[src/rtl/cmpmx_pkg.sv]
// Package for the comparator input mux control block.
// Assumes an 8-bit register map reached over Avalon-MM, word per register.
package cmpmx_pkg;
    // Printed register indices; byte address is four times the index
    localparam logic [7:0] IDX_PORT_LEVELS = 8'h05;
    localparam logic [7:0] IDX_CMP_CONTROL = 8'h1F;
    localparam logic [7:0] IDX_PORT_DIR = 8'h85;
    localparam logic [7:0] IDX_VREF_CONTROL = 8'h9F;
    localparam int ADDR_W = 10;
    // Reset values
    localparam logic [4:0] RST_PORT_DIR = 5'h1F;
    localparam logic [4:0] RST_PORT_LATCH = 5'h00;
    localparam logic [3:0] RST_CMP_CTRL = 4'h0;
    localparam logic [7:0] RST_VREF_CTRL = 8'h00;
    // Control register field positions
    localparam int POS_CMP2_RESULT = 7;
    localparam int POS_CMP1_RESULT = 6;
    localparam int POS_INPUT_SWITCH = 3;
    // Reference control: bit 4 unimplemented
    localparam logic [7:0] VREF_IMPL_MASK = 8'hEF;
    localparam int POS_VREF_OUT_EN = 6;
    // Comparator input source codes
    typedef enum logic [2:0] {
        CMPMX_SRC_PIN0,
        CMPMX_SRC_PIN1,
        CMPMX_SRC_PIN2,
        CMPMX_SRC_PIN3,
        CMPMX_SRC_VREF,
        CMPMX_SRC_NONE
    } cmpmx_src_t;
    localparam logic [2:0] MODE_ONE_SWITCHED = 3'h1;
    localparam logic [2:0] MODE_TWO_SWITCHED = 3'h2;
endpackage

[src/rtl/cmpmx_route.sv]
// Input routing decode for the two comparators.
// Assumes mode and switch come from registered control bits.
module cmpmx_route
    import cmpmx_pkg::*;
(
    // Control
    input wire logic [2:0] mode_i,
    input wire logic input_switch_i,
    // Selected sources
    output cmpmx_pkg::cmpmx_src_t cmp1_neg_o,
    output cmpmx_pkg::cmpmx_src_t cmp2_neg_o,
    output cmpmx_pkg::cmpmx_src_t cmp1_pos_o,
    output cmpmx_pkg::cmpmx_src_t cmp2_pos_o
);
    wire mode1 = (mode_i == MODE_ONE_SWITCHED);
    wire mode2 = (mode_i == MODE_TWO_SWITCHED);
    // Switch acts only in the two defined modes
    assign cmp1_neg_o = (mode1 || mode2) ?
        (input_switch_i ? CMPMX_SRC_PIN3 : CMPMX_SRC_PIN0) : CMPMX_SRC_PIN0;
    assign cmp2_neg_o = mode2 ?
        (input_switch_i ? CMPMX_SRC_PIN2 : CMPMX_SRC_PIN1) : CMPMX_SRC_PIN1;
    // Non-inverting inputs: reference in mode 2, pins otherwise
    assign cmp1_pos_o = mode2 ? CMPMX_SRC_VREF : CMPMX_SRC_PIN3;
    assign cmp2_pos_o = mode2 ? CMPMX_SRC_VREF : CMPMX_SRC_PIN2;
endmodule

[src/rtl/cmpmx_top.sv]
// Comparator input mux control and port A pin routing.
// Assumes analog comparator results arrive asynchronously; pins via I/O pads.
module cmpmx_top
    import cmpmx_pkg::*;
(
    // Clock and reset
    input wire logic core_clk_i,
    input wire logic rst_n_i,
    // Avalon-MM slave
    input wire logic [cmpmx_pkg::ADDR_W-1:0] avs_address_i,
    input wire logic avs_read_i,
    input wire logic avs_write_i,
    input wire logic [31:0] avs_writedata_i,
    input wire logic [3:0] avs_byteenable_i,
    output logic [31:0] avs_readdata_o,
    output logic avs_waitrequest_o,
    // Analog comparator results
    input wire logic cmp1_raw_i,
    input wire logic cmp2_raw_i,
    // Port pins 0..4
    input wire logic [4:0] port_pin_i,
    output logic [4:0] port_pin_o,
    output logic [4:0] port_pin_oe_o,
    // Analog mux selects
    output cmpmx_pkg::cmpmx_src_t cmp1_neg_sel_o,
    output cmpmx_pkg::cmpmx_src_t cmp2_neg_sel_o,
    output cmpmx_pkg::cmpmx_src_t cmp1_pos_sel_o,
    output cmpmx_pkg::cmpmx_src_t cmp2_pos_sel_o,
    // Reference output and timer clock
    output logic vref_pin_en_o,
    output logic [7:0] vref_control_o,
    output logic timer_ext_clock_in_o
);
    logic rst_s1;
    logic rst_n;
    logic [1:0] cmp_meta;
    logic [1:0] cmp_sync;
    logic [4:0] pin_meta;
    logic [4:0] pin_sync;
    logic [4:0] port_latch;
    logic [4:0] port_direction;
    logic input_switch;
    logic [2:0] cmp_mode_field;
    logic [7:0] vref_control;
    logic [1:0] cmp_result;
    logic ack;
    logic [31:0] rdata;

    // Reset release through two flip-flops
    always_ff @(posedge core_clk_i or negedge rst_n_i) begin
        if (!rst_n_i) begin
            rst_s1 <= 1'b0;
            rst_n <= 1'b0;
        end else begin
            rst_s1 <= 1'b1;
            rst_n <= rst_s1;
        end
    end

    // Synchronise comparator results and pins
    always_ff @(posedge core_clk_i or negedge rst_n) begin
        if (!rst_n) begin
            cmp_meta <= 2'h0;
            cmp_sync <= 2'h0;
            pin_meta <= 5'h00;
            pin_sync <= 5'h00;
        end else begin
            cmp_meta <= {cmp2_raw_i, cmp1_raw_i};
            cmp_sync <= cmp_meta;
            pin_meta <= port_pin_i;
            pin_sync <= pin_meta;
        end
    end

    // Comparator results: gated off while comparators are reset-mode 000
    wire cmp_off = (cmp_mode_field == 3'h0);
    always_ff @(posedge core_clk_i or negedge rst_n) begin
        if (!rst_n) begin
            cmp_result <= 2'h0;
        end else begin
            cmp_result <= cmp_off ? 2'h0 : cmp_sync;
        end
    end

    // Bus decode
    wire [7:0] reg_idx = avs_address_i[ADDR_W-1:2];
    wire hit_port = (reg_idx == IDX_PORT_LEVELS);
    wire hit_cmp = (reg_idx == IDX_CMP_CONTROL);
    wire hit_dir = (reg_idx == IDX_PORT_DIR);
    wire hit_vref = (reg_idx == IDX_VREF_CONTROL);
    wire req = (avs_read_i || avs_write_i) && !ack;
    wire wr_lane0 = avs_write_i && !ack && avs_byteenable_i[0];
    wire [7:0] wd = avs_writedata_i[7:0];

    // Control register image: bits 5-4 read zero
    wire [7:0] cmp_image = {cmp_result[1], cmp_result[0], 2'b00, input_switch,
        cmp_mode_field};
    // Port read returns pin levels, upper bits zero
    wire [7:0] port_image = {3'b000, pin_sync};
    wire [7:0] dir_image = {3'b000, port_direction};
    wire [7:0] vref_image = vref_control & VREF_IMPL_MASK;
    wire [7:0] read_mux = hit_port ? port_image :
                          hit_cmp ? cmp_image :
                          hit_dir ? dir_image :
                          hit_vref ? vref_image : 8'h00;

    // One wait cycle per access, then acknowledge
    always_ff @(posedge core_clk_i or negedge rst_n) begin
        if (!rst_n) begin
            ack <= 1'b0;
            rdata <= 32'h0000_0000;
        end else begin
            ack <= req;
            if (req && avs_read_i) begin
                rdata <= {24'h00_0000, read_mux};
            end
        end
    end
    assign avs_readdata_o = rdata;

    always_ff @(posedge core_clk_i or negedge rst_n) begin
        if (!rst_n) begin
            avs_waitrequest_o <= 1'b1;
        end else begin
            avs_waitrequest_o <= !req;
        end
    end

    // Writable registers
    always_ff @(posedge core_clk_i or negedge rst_n) begin
        if (!rst_n) begin
            port_latch <= RST_PORT_LATCH;
            port_direction <= RST_PORT_DIR;
            input_switch <= RST_CMP_CTRL[POS_INPUT_SWITCH];
            cmp_mode_field <= RST_CMP_CTRL[2:0];
            vref_control <= RST_VREF_CTRL;
        end else if (wr_lane0) begin
            if (hit_port) begin
                port_latch <= wd[4:0];
            end
            if (hit_dir) begin
                port_direction <= wd[4:0];
            end
            if (hit_cmp) begin
                input_switch <= wd[POS_INPUT_SWITCH];
                cmp_mode_field <= wd[2:0];
            end
            if (hit_vref) begin
                vref_control <= wd & VREF_IMPL_MASK;
            end
        end
    end

    // Comparator input routing
    cmpmx_pkg::cmpmx_src_t c1n;
    cmpmx_pkg::cmpmx_src_t c2n;
    cmpmx_pkg::cmpmx_src_t c1p;
    cmpmx_pkg::cmpmx_src_t c2p;
    cmpmx_route u_route (
        .mode_i(cmp_mode_field),
        .input_switch_i(input_switch),
        .cmp1_neg_o(c1n),
        .cmp2_neg_o(c2n),
        .cmp1_pos_o(c1p),
        .cmp2_pos_o(c2p)
    );

    // Pin function selection
    wire cmp_out_mode = (cmp_mode_field == 3'h6); // Comparator outputs on pins
    wire vref_out = vref_control[POS_VREF_OUT_EN];
    wire [4:0] next_pin_o = {
        cmp_out_mode ? 1'b0 : port_latch[4], // open-drain drives only low
        cmp_out_mode ? cmp_result[0] : port_latch[3],
        port_latch[2:0]
    };
    wire pin4_drive = cmp_out_mode ? !cmp_result[1] :
        (!port_direction[4] && !port_latch[4]);
    wire pin3_drive = cmp_out_mode || !port_direction[3];
    wire pin2_drive = !port_direction[2] && !vref_out;
    wire [4:0] next_pin_oe = {pin4_drive, pin3_drive, pin2_drive,
        ~port_direction[1:0]};

    always_ff @(posedge core_clk_i or negedge rst_n) begin
        if (!rst_n) begin
            port_pin_o <= 5'h00;
            port_pin_oe_o <= 5'h00;
            cmp1_neg_sel_o <= CMPMX_SRC_PIN0;
            cmp2_neg_sel_o <= CMPMX_SRC_PIN1;
            cmp1_pos_sel_o <= CMPMX_SRC_PIN3;
            cmp2_pos_sel_o <= CMPMX_SRC_PIN2;
            vref_pin_en_o <= 1'b0;
            vref_control_o <= RST_VREF_CTRL;
            timer_ext_clock_in_o <= 1'b0;
        end else begin
            port_pin_o <= next_pin_o;
            port_pin_oe_o <= next_pin_oe;
            cmp1_neg_sel_o <= c1n;
            cmp2_neg_sel_o <= c2n;
            cmp1_pos_sel_o <= c1p;
            cmp2_pos_sel_o <= c2p;
            vref_pin_en_o <= vref_out;
            vref_control_o <= vref_control;
            timer_ext_clock_in_o <= pin_sync[4];
        end
    end
endmodule

[config.mk]
export PLATFORM = sky130hd
export DESIGN_NAME = cmpmx_top
export DESIGN_NICKNAME = d
export VERILOG_FILES = /design/src/rtl/cmpmx_pkg.sv /design/src/rtl/cmpmx_route.sv /design/src/rtl/cmpmx_top.sv
export SDC_FILE = /design/constraint.sdc
export NUM_CORES = 1
export LEC_CHECK = 0
export BUFFER_PORTS_ARGS = -buffer_cell sky130_fd_sc_hd__buf_2
export CORE_MARGIN = 10
export CORE_UTILIZATION = 42
export CTS_CLUSTER_DIAMETER = 40
export DETAILED_ROUTE_END_ITERATION = 8
export GPL_TIMING_DRIVEN = 1
export HOLD_SLACK_MARGIN = 0.03
export PLACE_DENSITY = 0.85
export SLEW_MARGIN = 20
export SYNTH_ARGS = -nofsm -noshare
export SYNTH_HDL_FRONTEND = slang
export SYNTH_SLANG_ARGS = --single-unit
[constraint.sdc]
create_clock -name core_clk_i -period 2.13 [get_ports core_clk_i]
set_clock_uncertainty 0.1 [all_clocks]
set_input_delay 0.213 -clock core_clk_i [delete_from_list [all_inputs] [get_ports core_clk_i]]
set_output_delay 0.213 -clock core_clk_i [all_outputs]
set_load 0.005 [all_outputs]
# Word-level counts from Yosys, hierarchy flattened
# Cells that the tools add are included.
# W data, S select, Z words.
[totals]
register_bits = 80
input_bits = 57
output_inout_bits = 65
[classes]
n_eq_ne = 7
mux = 14
n_bitwise = 1
n_reduce_logical = 22
[op_table]
columns = ["op", "count"]
rows = [
  ["$mux W8", 4],
  ["$eq A8 B8 Y1 const B", 2],
  ["$mux W3", 4],
  ["$eq A8 B3 Y1 const B", 1],
  ["$eq A8 B5 Y1 const B", 1],
  ["$logic_not A1 Y1", 8],
  ["$reduce_and A2 Y1", 4],
  ["$logic_and A1 B1 Y1", 6],
  ["$mux W2", 3],
  ["$eq A3 B1 Y1 const B", 1],
  ["$eq A3 B2 Y1 const B", 1],
  ["$eq A3 B3 Y1 const B", 1],
  ["$logic_not A3 Y1", 1],
  ["$logic_or A1 B1 Y1", 3],
  ["$mux W1", 3],
  ["$not A2 Y2", 1],
]

# Depth between registers and ports, before layout
# Gate-level depths: netlist of run 1.
[logic_depth]
depth_word = 5
mapped_depth = 4
depth_no_buf = 3

# Hierarchy
# From an unflattened synthesis of run 1, not the netlist that was laid out.
[hier_totals]
hier_cells = 216
area_unflattened_um2 = 3005.4
[modules_own_cells]
columns = ["mod", "n_inst", "cells_per_inst", "area_per_inst_um2"]
rows = [
  ["cmpmx_top", 1, 199, 2882.8],
  ["cmpmx_route", 1, 17, 122.6],
]

# Worst setup path after synthesis of run 1
# OpenSTA, ideal clock, no wires.
[synth_path]
path_type = "register -> register"
startpoint = "reg ack"
endpoint = "reg vref_control[0]"
setup_ps = 125
arrival_time_ps = 1368
t_required_ps = 1905
setup_slack_ps = 537
stages_incl_launch_ff = 4
path_buffers = 0
period_less_slack_ps = 1593
path_cell_list = "dfrtp_1 nand4b_1 nor3b_4 mux2_2"
[synth_between]
elab_chain_len = 4
[synth_rtl]
columns = ["element", "line", "source"]
rows = [
  ["start: declaration", "cmpmx_top.sv:46", "logic ack;"],
  ["start signal: assignment", "cmpmx_top.sv:113", "ack <= req;"],
  ["$logic_not A1 Y1", "cmpmx_top.sv:92", "wire wr_lane0 = avs_write_i && !ack && avs_byteenable_i[0];"],
  ["$logic_and A1 B1 Y1 (2 in a row)", "cmpmx_top.sv:92", ""],
  ["$reduce_and A2 Y1 (no line)", "-", ""],
  ["end signal: assignment", "cmpmx_top.sv:149", "vref_control <= wd & VREF_IMPL_MASK;"],
  ["end: declaration", "cmpmx_top.sv:44", "logic [7:0] vref_control;"],
]
# No other way between the ends.
# A chain may end at the register's enable or synchronous reset.

# Final worst setup path of run 1
[layout_path]
startpoint = "reg ack"
endpoint = "reg vref_control[6]"
# Same word-level chain as after synthesis.

==> results.md, run 1 <==
- Area leader, netlist: dfrtp_1
- GPL Wtd Cong: about 0.8
- Share of post-route cells with drive strength above 1: 42.5%
- CORE AREA: 0.00642 mm^2
- FF+latch count, synth: between 70 and 80
- Root Driver: clkbuf_8
- Final period util: ~86%
- DR vias/cell: 4.62
- Post-synth EDFFs: 0
- Worst-path fanout max: 7
- Overall power: 2.65 mW
- Top-area cell type share of the netlist area: 56.9%
- Worst setup EP type: flop
- Fin. max-slew vios: 0
- Synth top area cells: dfrtp_1 (57%), mux2_2 (10%), buf_4 (8.8%), dfstp_2 (7.5%), o31ai_1 (1.6%)
- Max VDD drop: 0.396 mV
- Vias in the first global route: 1,835
- Commonest non-fill, non-tap cell in the layout: buf_2
- Met2 WL: 3140 um
- H-tree depth: 3
- Worst endpoint required time: 2.26 ns
- Max layer used: met5
- DRC errors left: 0
- Overflow after GRT: 0
- Ys flop type: dfrtp_1
- Mapped cell area: around 0.0028 mm^2
- CP Launch Type: flop
- Clk_lat worst skew: around 0.34 ns
- Worst path arrival time: 1.96 ns
- Die area: 0.0104 mm^2
- ANT nets after route: 0
- Starting Density: 43.8%
- Clock sink total: 72
- Wirelength per Cell: roughly 17 um
- Tot GR Track Use: 12.2%
- Clk pin slew, worst setup/hold paths: 0.07 ns
- Final wirelength: 6220 um
- Antenna violations before repair: 2
- I/O Buffers: 64
- Post-DP HPWL: about 4700 um
- Global-route wire length before repair: roughly 9600 um
- Count of different cell masters after synthesis: 35
- DR iter-0 viols: 115
- PD cells: 771 mW/mm^2
- TritonCTS buffer count: 9
- Cts repair resizes: 0
- Least-Margin Pin Slew: approximately 0.54 ns
- Num ports: 122
- Syn_area_per_cell: ~14 um^2
- Max clock buf depth: 2
- Worst setup path class: flop to flop
- Total Nets Final: 344
- Peak Freq: roughly 0.55 GHz
- Asr flop ratio synth: 100%
- Hold crit path type: primary input to flop
- Vias: 1,708
- Sequential area share after synthesis: roughly 64%
- RSZ-0062 raised after global routing: no
- Final hold vios: 0
- Status: finished, final reports clean
- Met3 wire len: 569 um
- Drt pass-1 iters: 4
- Setup TNS: 0 ns
- Pin count of the biggest net entering global routing: 48
- Mapped Cells: 205
- CTS tree: done
- Synthesis-to-finish area growth: 22.0%
- Synth warn: 0
- Post-layout min period: 1.83 ns
- Max Cap Viol: 0
- Die height: roughly 100 um
- Row count: 29
- Rel. slew slack: 64.2%
- M1 WL: between 2000 and 2500 um
- Static leakage: 1.76 nW
- Final Setup Violations: 0
- Most frequent cells in the layout: buf_2 (64), dfrtp_1 (63), conb_1 (29)
- Die X-Extent: 102 um
## logic make-up (layout without fill, tap and decap cells)
logic type             count (synthesis)  after routing  share of synthesized area, %
XOR/XNOR                               1              1                         0.311
AND/OR/NAND/NOR                       47             47                          10.2
other                                  2             30                         0.267
multiplexers                          29             29                          11.5
AO/OA/AOI/OAI                         13             13                          3.34
flip-flops                            72             72                          64.4
buffers and inverters                 41            101                          9.96
## sequential cells by signal, indices dropped and copies added, names as in the netlist
register	count
avs_readdata_o	8
vref_control	7
vref_control_o	7
pin_meta	5
pin_sync	5
port_direction	5
port_latch	5
port_pin_o	5
port_pin_oe_o	5
cmp_mode_field	3
cmp2_neg_sel_o	2
cmp_meta	2
cmp_result	2
cmp_sync	2
ack	1
avs_waitrequest_o	1
cmp1_neg_sel_o	1
cmp1_pos_sel_o	1
cmp2_pos_sel_o	1
input_switch	1
rst_n	1
rst_s1	1
timer_ext_clock_in_o	1
## worst max-delay path, cell delays in order, from the launching register on
cell	delay, ns
dfrtp_1	0.41
nand4b_1	0.31
nor3b_4	0.51
mux2_2	0.39
## timing repair
item,4_1_cts,5_1_grt
hold buffers,12,0
buffers inserted,0,0
endpoints found under the hold margin,14,0
## where the power goes
part | leakage, nW | internal, mW | switching, mW
registers | 0.908 | 1.41 | 0.0247
logic | 0.746 | 0.0698 | 0.0856
clock network | 0.106 | 0.566 | 0.493
## per-layer routing
metal / up-vias / GRT usage, %
li1: 795 / -
met4: 2 / 6.94
met2: 64 / 20.1
met3: 14 / 5.40
met5: - / 0
met1: 833 / 12.9
## per-stage QoR
step                      setup WS [ns]  utilization, %  hold WS (ns)  cells  cell area, um^2
final                             0.297            53.4        0.0508    370             3430
after global routing              0.237            53.4        0.0393    369             3430
after CTS                         0.314            53.4        0.0362    369             3430
after detailed placement          0.331            48.5       -0.0996    341             3110
after global placement            0.370            48.5        -0.101    341             3110
after floorplan                   0.537               -        -0.183    232             2920
## cell type report
class	instances	area [um^2]
fill	549	2990
sequential	72	1810
multi-input combinational	119	822
timing repair buffer	80	483
clock buffer	10	138
tap	77	96.3
clock inverter	6	58.8
inverter	5	18.8
antenna	1	2.50
## worst paths after layout
| kind | endpoint | slack, ns | from | cells after the start |
|---|---|---|---|---|
| setup / recovery | vref_control[6] | 0.30 | ack | 3 |
| hold / removal | port_latch[3] | 0.05 | avs_writedata_i[3] | 2 |
| setup reg to reg | vref_control[6] | 0.30 | ack | 3 |
| hold reg to reg | port_pin_o[1] | 0.15 | rst_n | 0 |
| max in group asynchronous | port_direction[2] | 1.10 | rst_n | 1 |
| min in group asynchronous | rst_s1 | 0.08 | rst_n_i | 2 |
## cell usage after synthesis, types with 2 or more instances
master,count
o21ai_0,2
nor3_1,2
nand2_1,11
dfrtp_1,64
nand3_1,2
a22oi_1,4
nor2_1,9
dfstp_2,8
mux2i_1,3
inv_1,5
nor2b_1,2
o31ai_1,6
buf_4,33
mux2_2,26
nand2b_1,5
and2_1,2
conb_1,2
and3_1,2
No activity file was read; power rests on OpenSTA's default activity.
==> inputs of run 2 (changes only) <==
--- a/config.mk
+++ b/config.mk
@@ -19 +19,2 @@
 export SYNTH_SLANG_ARGS = --single-unit
+export TNS_END_PERCENT = 1
==> constraint.sdc (replaced) <==
create_clock -name core_clk_i -period 2.13 [get_ports core_clk_i]
set_clock_uncertainty 0.1 [all_clocks]
set_input_delay 0.1065 -clock core_clk_i [delete_from_list [all_inputs] [get_ports core_clk_i]]
set_output_delay 0.1065 -clock core_clk_i [all_outputs]
set_load 0.005 [all_outputs]
==> results.md, run 2 (synthesized netlist as in run 1, its figures left out) <==
- Clk_lat worst skew: around 0.34 ns
- RSZ-0062 raised after global routing: no
- Root Driver: clkbuf_8
- CTS tree: done
- Finished Core Util: about 55%
- Setup ws final: approximately 0.34 ns
- Final wirelength: around 6100 um
- Share of post-route cells with drive strength above 1: 41.3%
- Hold crit path type: primary input to flop
- Antenna violations before repair: 0
- I/O Buffers: 64
- Die height: between 100 and 150 um
- Worst-path fanout max: 7
- Max Cap Viol: 0
- Commonest non-fill, non-tap cell in the layout: buf_2
- Post-DP HPWL: 4660 um
- Drt pass-1 iters: 4
- Max reg flops: 8
- Post-CTS setup buffer count: 0
- H-tree depth: 3
- CORE AREA: 0.00642 mm^2
- Pre-CTS setup slack: 0.341 ns
- Vias: 1,715
- Max VDD drop: 0.388 mV
- Worst setup path class: flop to flop
- Overall power: 2.65 mW
- TritonCTS buffer count: 9
- Rel. slew slack: between 60% and 70%
- Vias in the first global route: approximately 1,900
- Max clock buf depth: 2
- Global-route wire length before repair: 9650 um
- Peak Freq: 0.558 GHz
- Starting Density: 43.8%
- Post-layout min period: 1.79 ns
- DR iter-0 viols: 111
- Fin. max-slew vios: 0
- CP Launch Type: flop
- Static leakage: 1.79 nW
- Most frequent cells in the layout: buf_2 (64), dfrtp_1 (63), conb_1 (29)
- Worst endpoint required time: 2.26 ns
- Worst setup EP type: flop
- Row count: 29
- Overflow after GRT: 0
- Num ports: about 120
- ANT nets after route: 0
- Final hold vios: 0
- Total Nets Final: 352
- Worst path arrival time: 1.92 ns
- Status: finished, final reports clean
- Synthesis-to-finish area growth: 24.8%
- PD cells: approximately 760 mW/mm^2
- DR vias/cell: 4.55
- Tot GR Track Use: 12.3%
- Setup TNS: 0 ns
- Final period util: between 80% and 90%
- Die X-Extent: 102 um
- GPL Wtd Cong: 0.788
- Pin count of the biggest net entering global routing: 48
- Hold Slack: 0.0812 ns
- Diodes inserted: 0
- DRC errors left: 0
- Clk pin slew, worst setup/hold paths: 0.08 ns
- Wirelength per Cell: about 16 um
- Final Setup Violations: 0
- Die area: 0.0104 mm^2
- Clock sink total: 72
- Least-Margin Pin Slew: 0.526 ns
-- run 2: cell count changes in the layout (fill, tap and decap cells not counted), sizes merged --
cell,delta
diode,-1
dlygate4sd3,+8
-- run 2: stage by stage --
| stage | cells | area (um^2) |
|---|---|---|
| after floorplan | 232 | 2920 |
| after global placement | 341 | 3110 |
| after detailed placement | 341 | 3110 |
| after CTS | 377 | 3510 |
| after global routing | 377 | 3510 |
| final | 377 | 3510 |
-- run 2: metal layers --
metal | GRT usage (%) | share of wire (%)
met1 | 12.9 | 39
met2 | 20.3 | 51
met3 | 5.06 | 7.7
met4 | 7.70 | 3.2
met5 | 0 | 0
-- run 2: repair_timing --
action | 4_1_cts | 5_1_grt
endpoints found under the setup margin | 0 | 0
hold buffers | 20 | 0
endpoints found under the hold margin | 33 | 0
resized for setup | 0 | 0
-- run 2: cell type report --
type / instances / area [um^2]
tap: 77 / 96.3
multi-input combinational: 119 / 822
inverter: 5 / 18.8
fill: 537 / 2910
clock buffer: 10 / 138
timing repair buffer: 88 / 563
sequential: 72 / 1810
clock inverter: 6 / 58.8
-- run 2: power breakdown --
group	internal [mW]	leakage (nW)	total, mW	switching (mW)
registers	1.41	0.908	1.43	0.0242
clock network	0.566	0.106	1.05	0.487
logic	0.0794	0.781	0.166	0.0868
total	2.05	1.79	2.65	0.598
-- run 2: path summary, 6_finish.rpt --
check                                 start           endpoint  slack (ns)  depth (start not counted)
hold / removal             avs_address_i[3]  avs_readdata_o[4]        0.08                          3
max in group asynchronous             rst_n  cmp2_neg_sel_o[0]        1.11                          1
hold reg to reg                       rst_n      port_pin_o[1]        0.14                          0
setup reg to reg                        ack    vref_control[0]        0.34                          3
min in group asynchronous             rst_n      port_pin_o[1]        0.14                          0
setup / recovery                        ack    vref_control[0]        0.34                          3
-- run 2: worst max-delay path, stage by stage, from the launching register on --
cell      delay [ns]
dfrtp_1         0.41
nand4b_1        0.32
nor3b_4         0.46
mux2_2          0.39
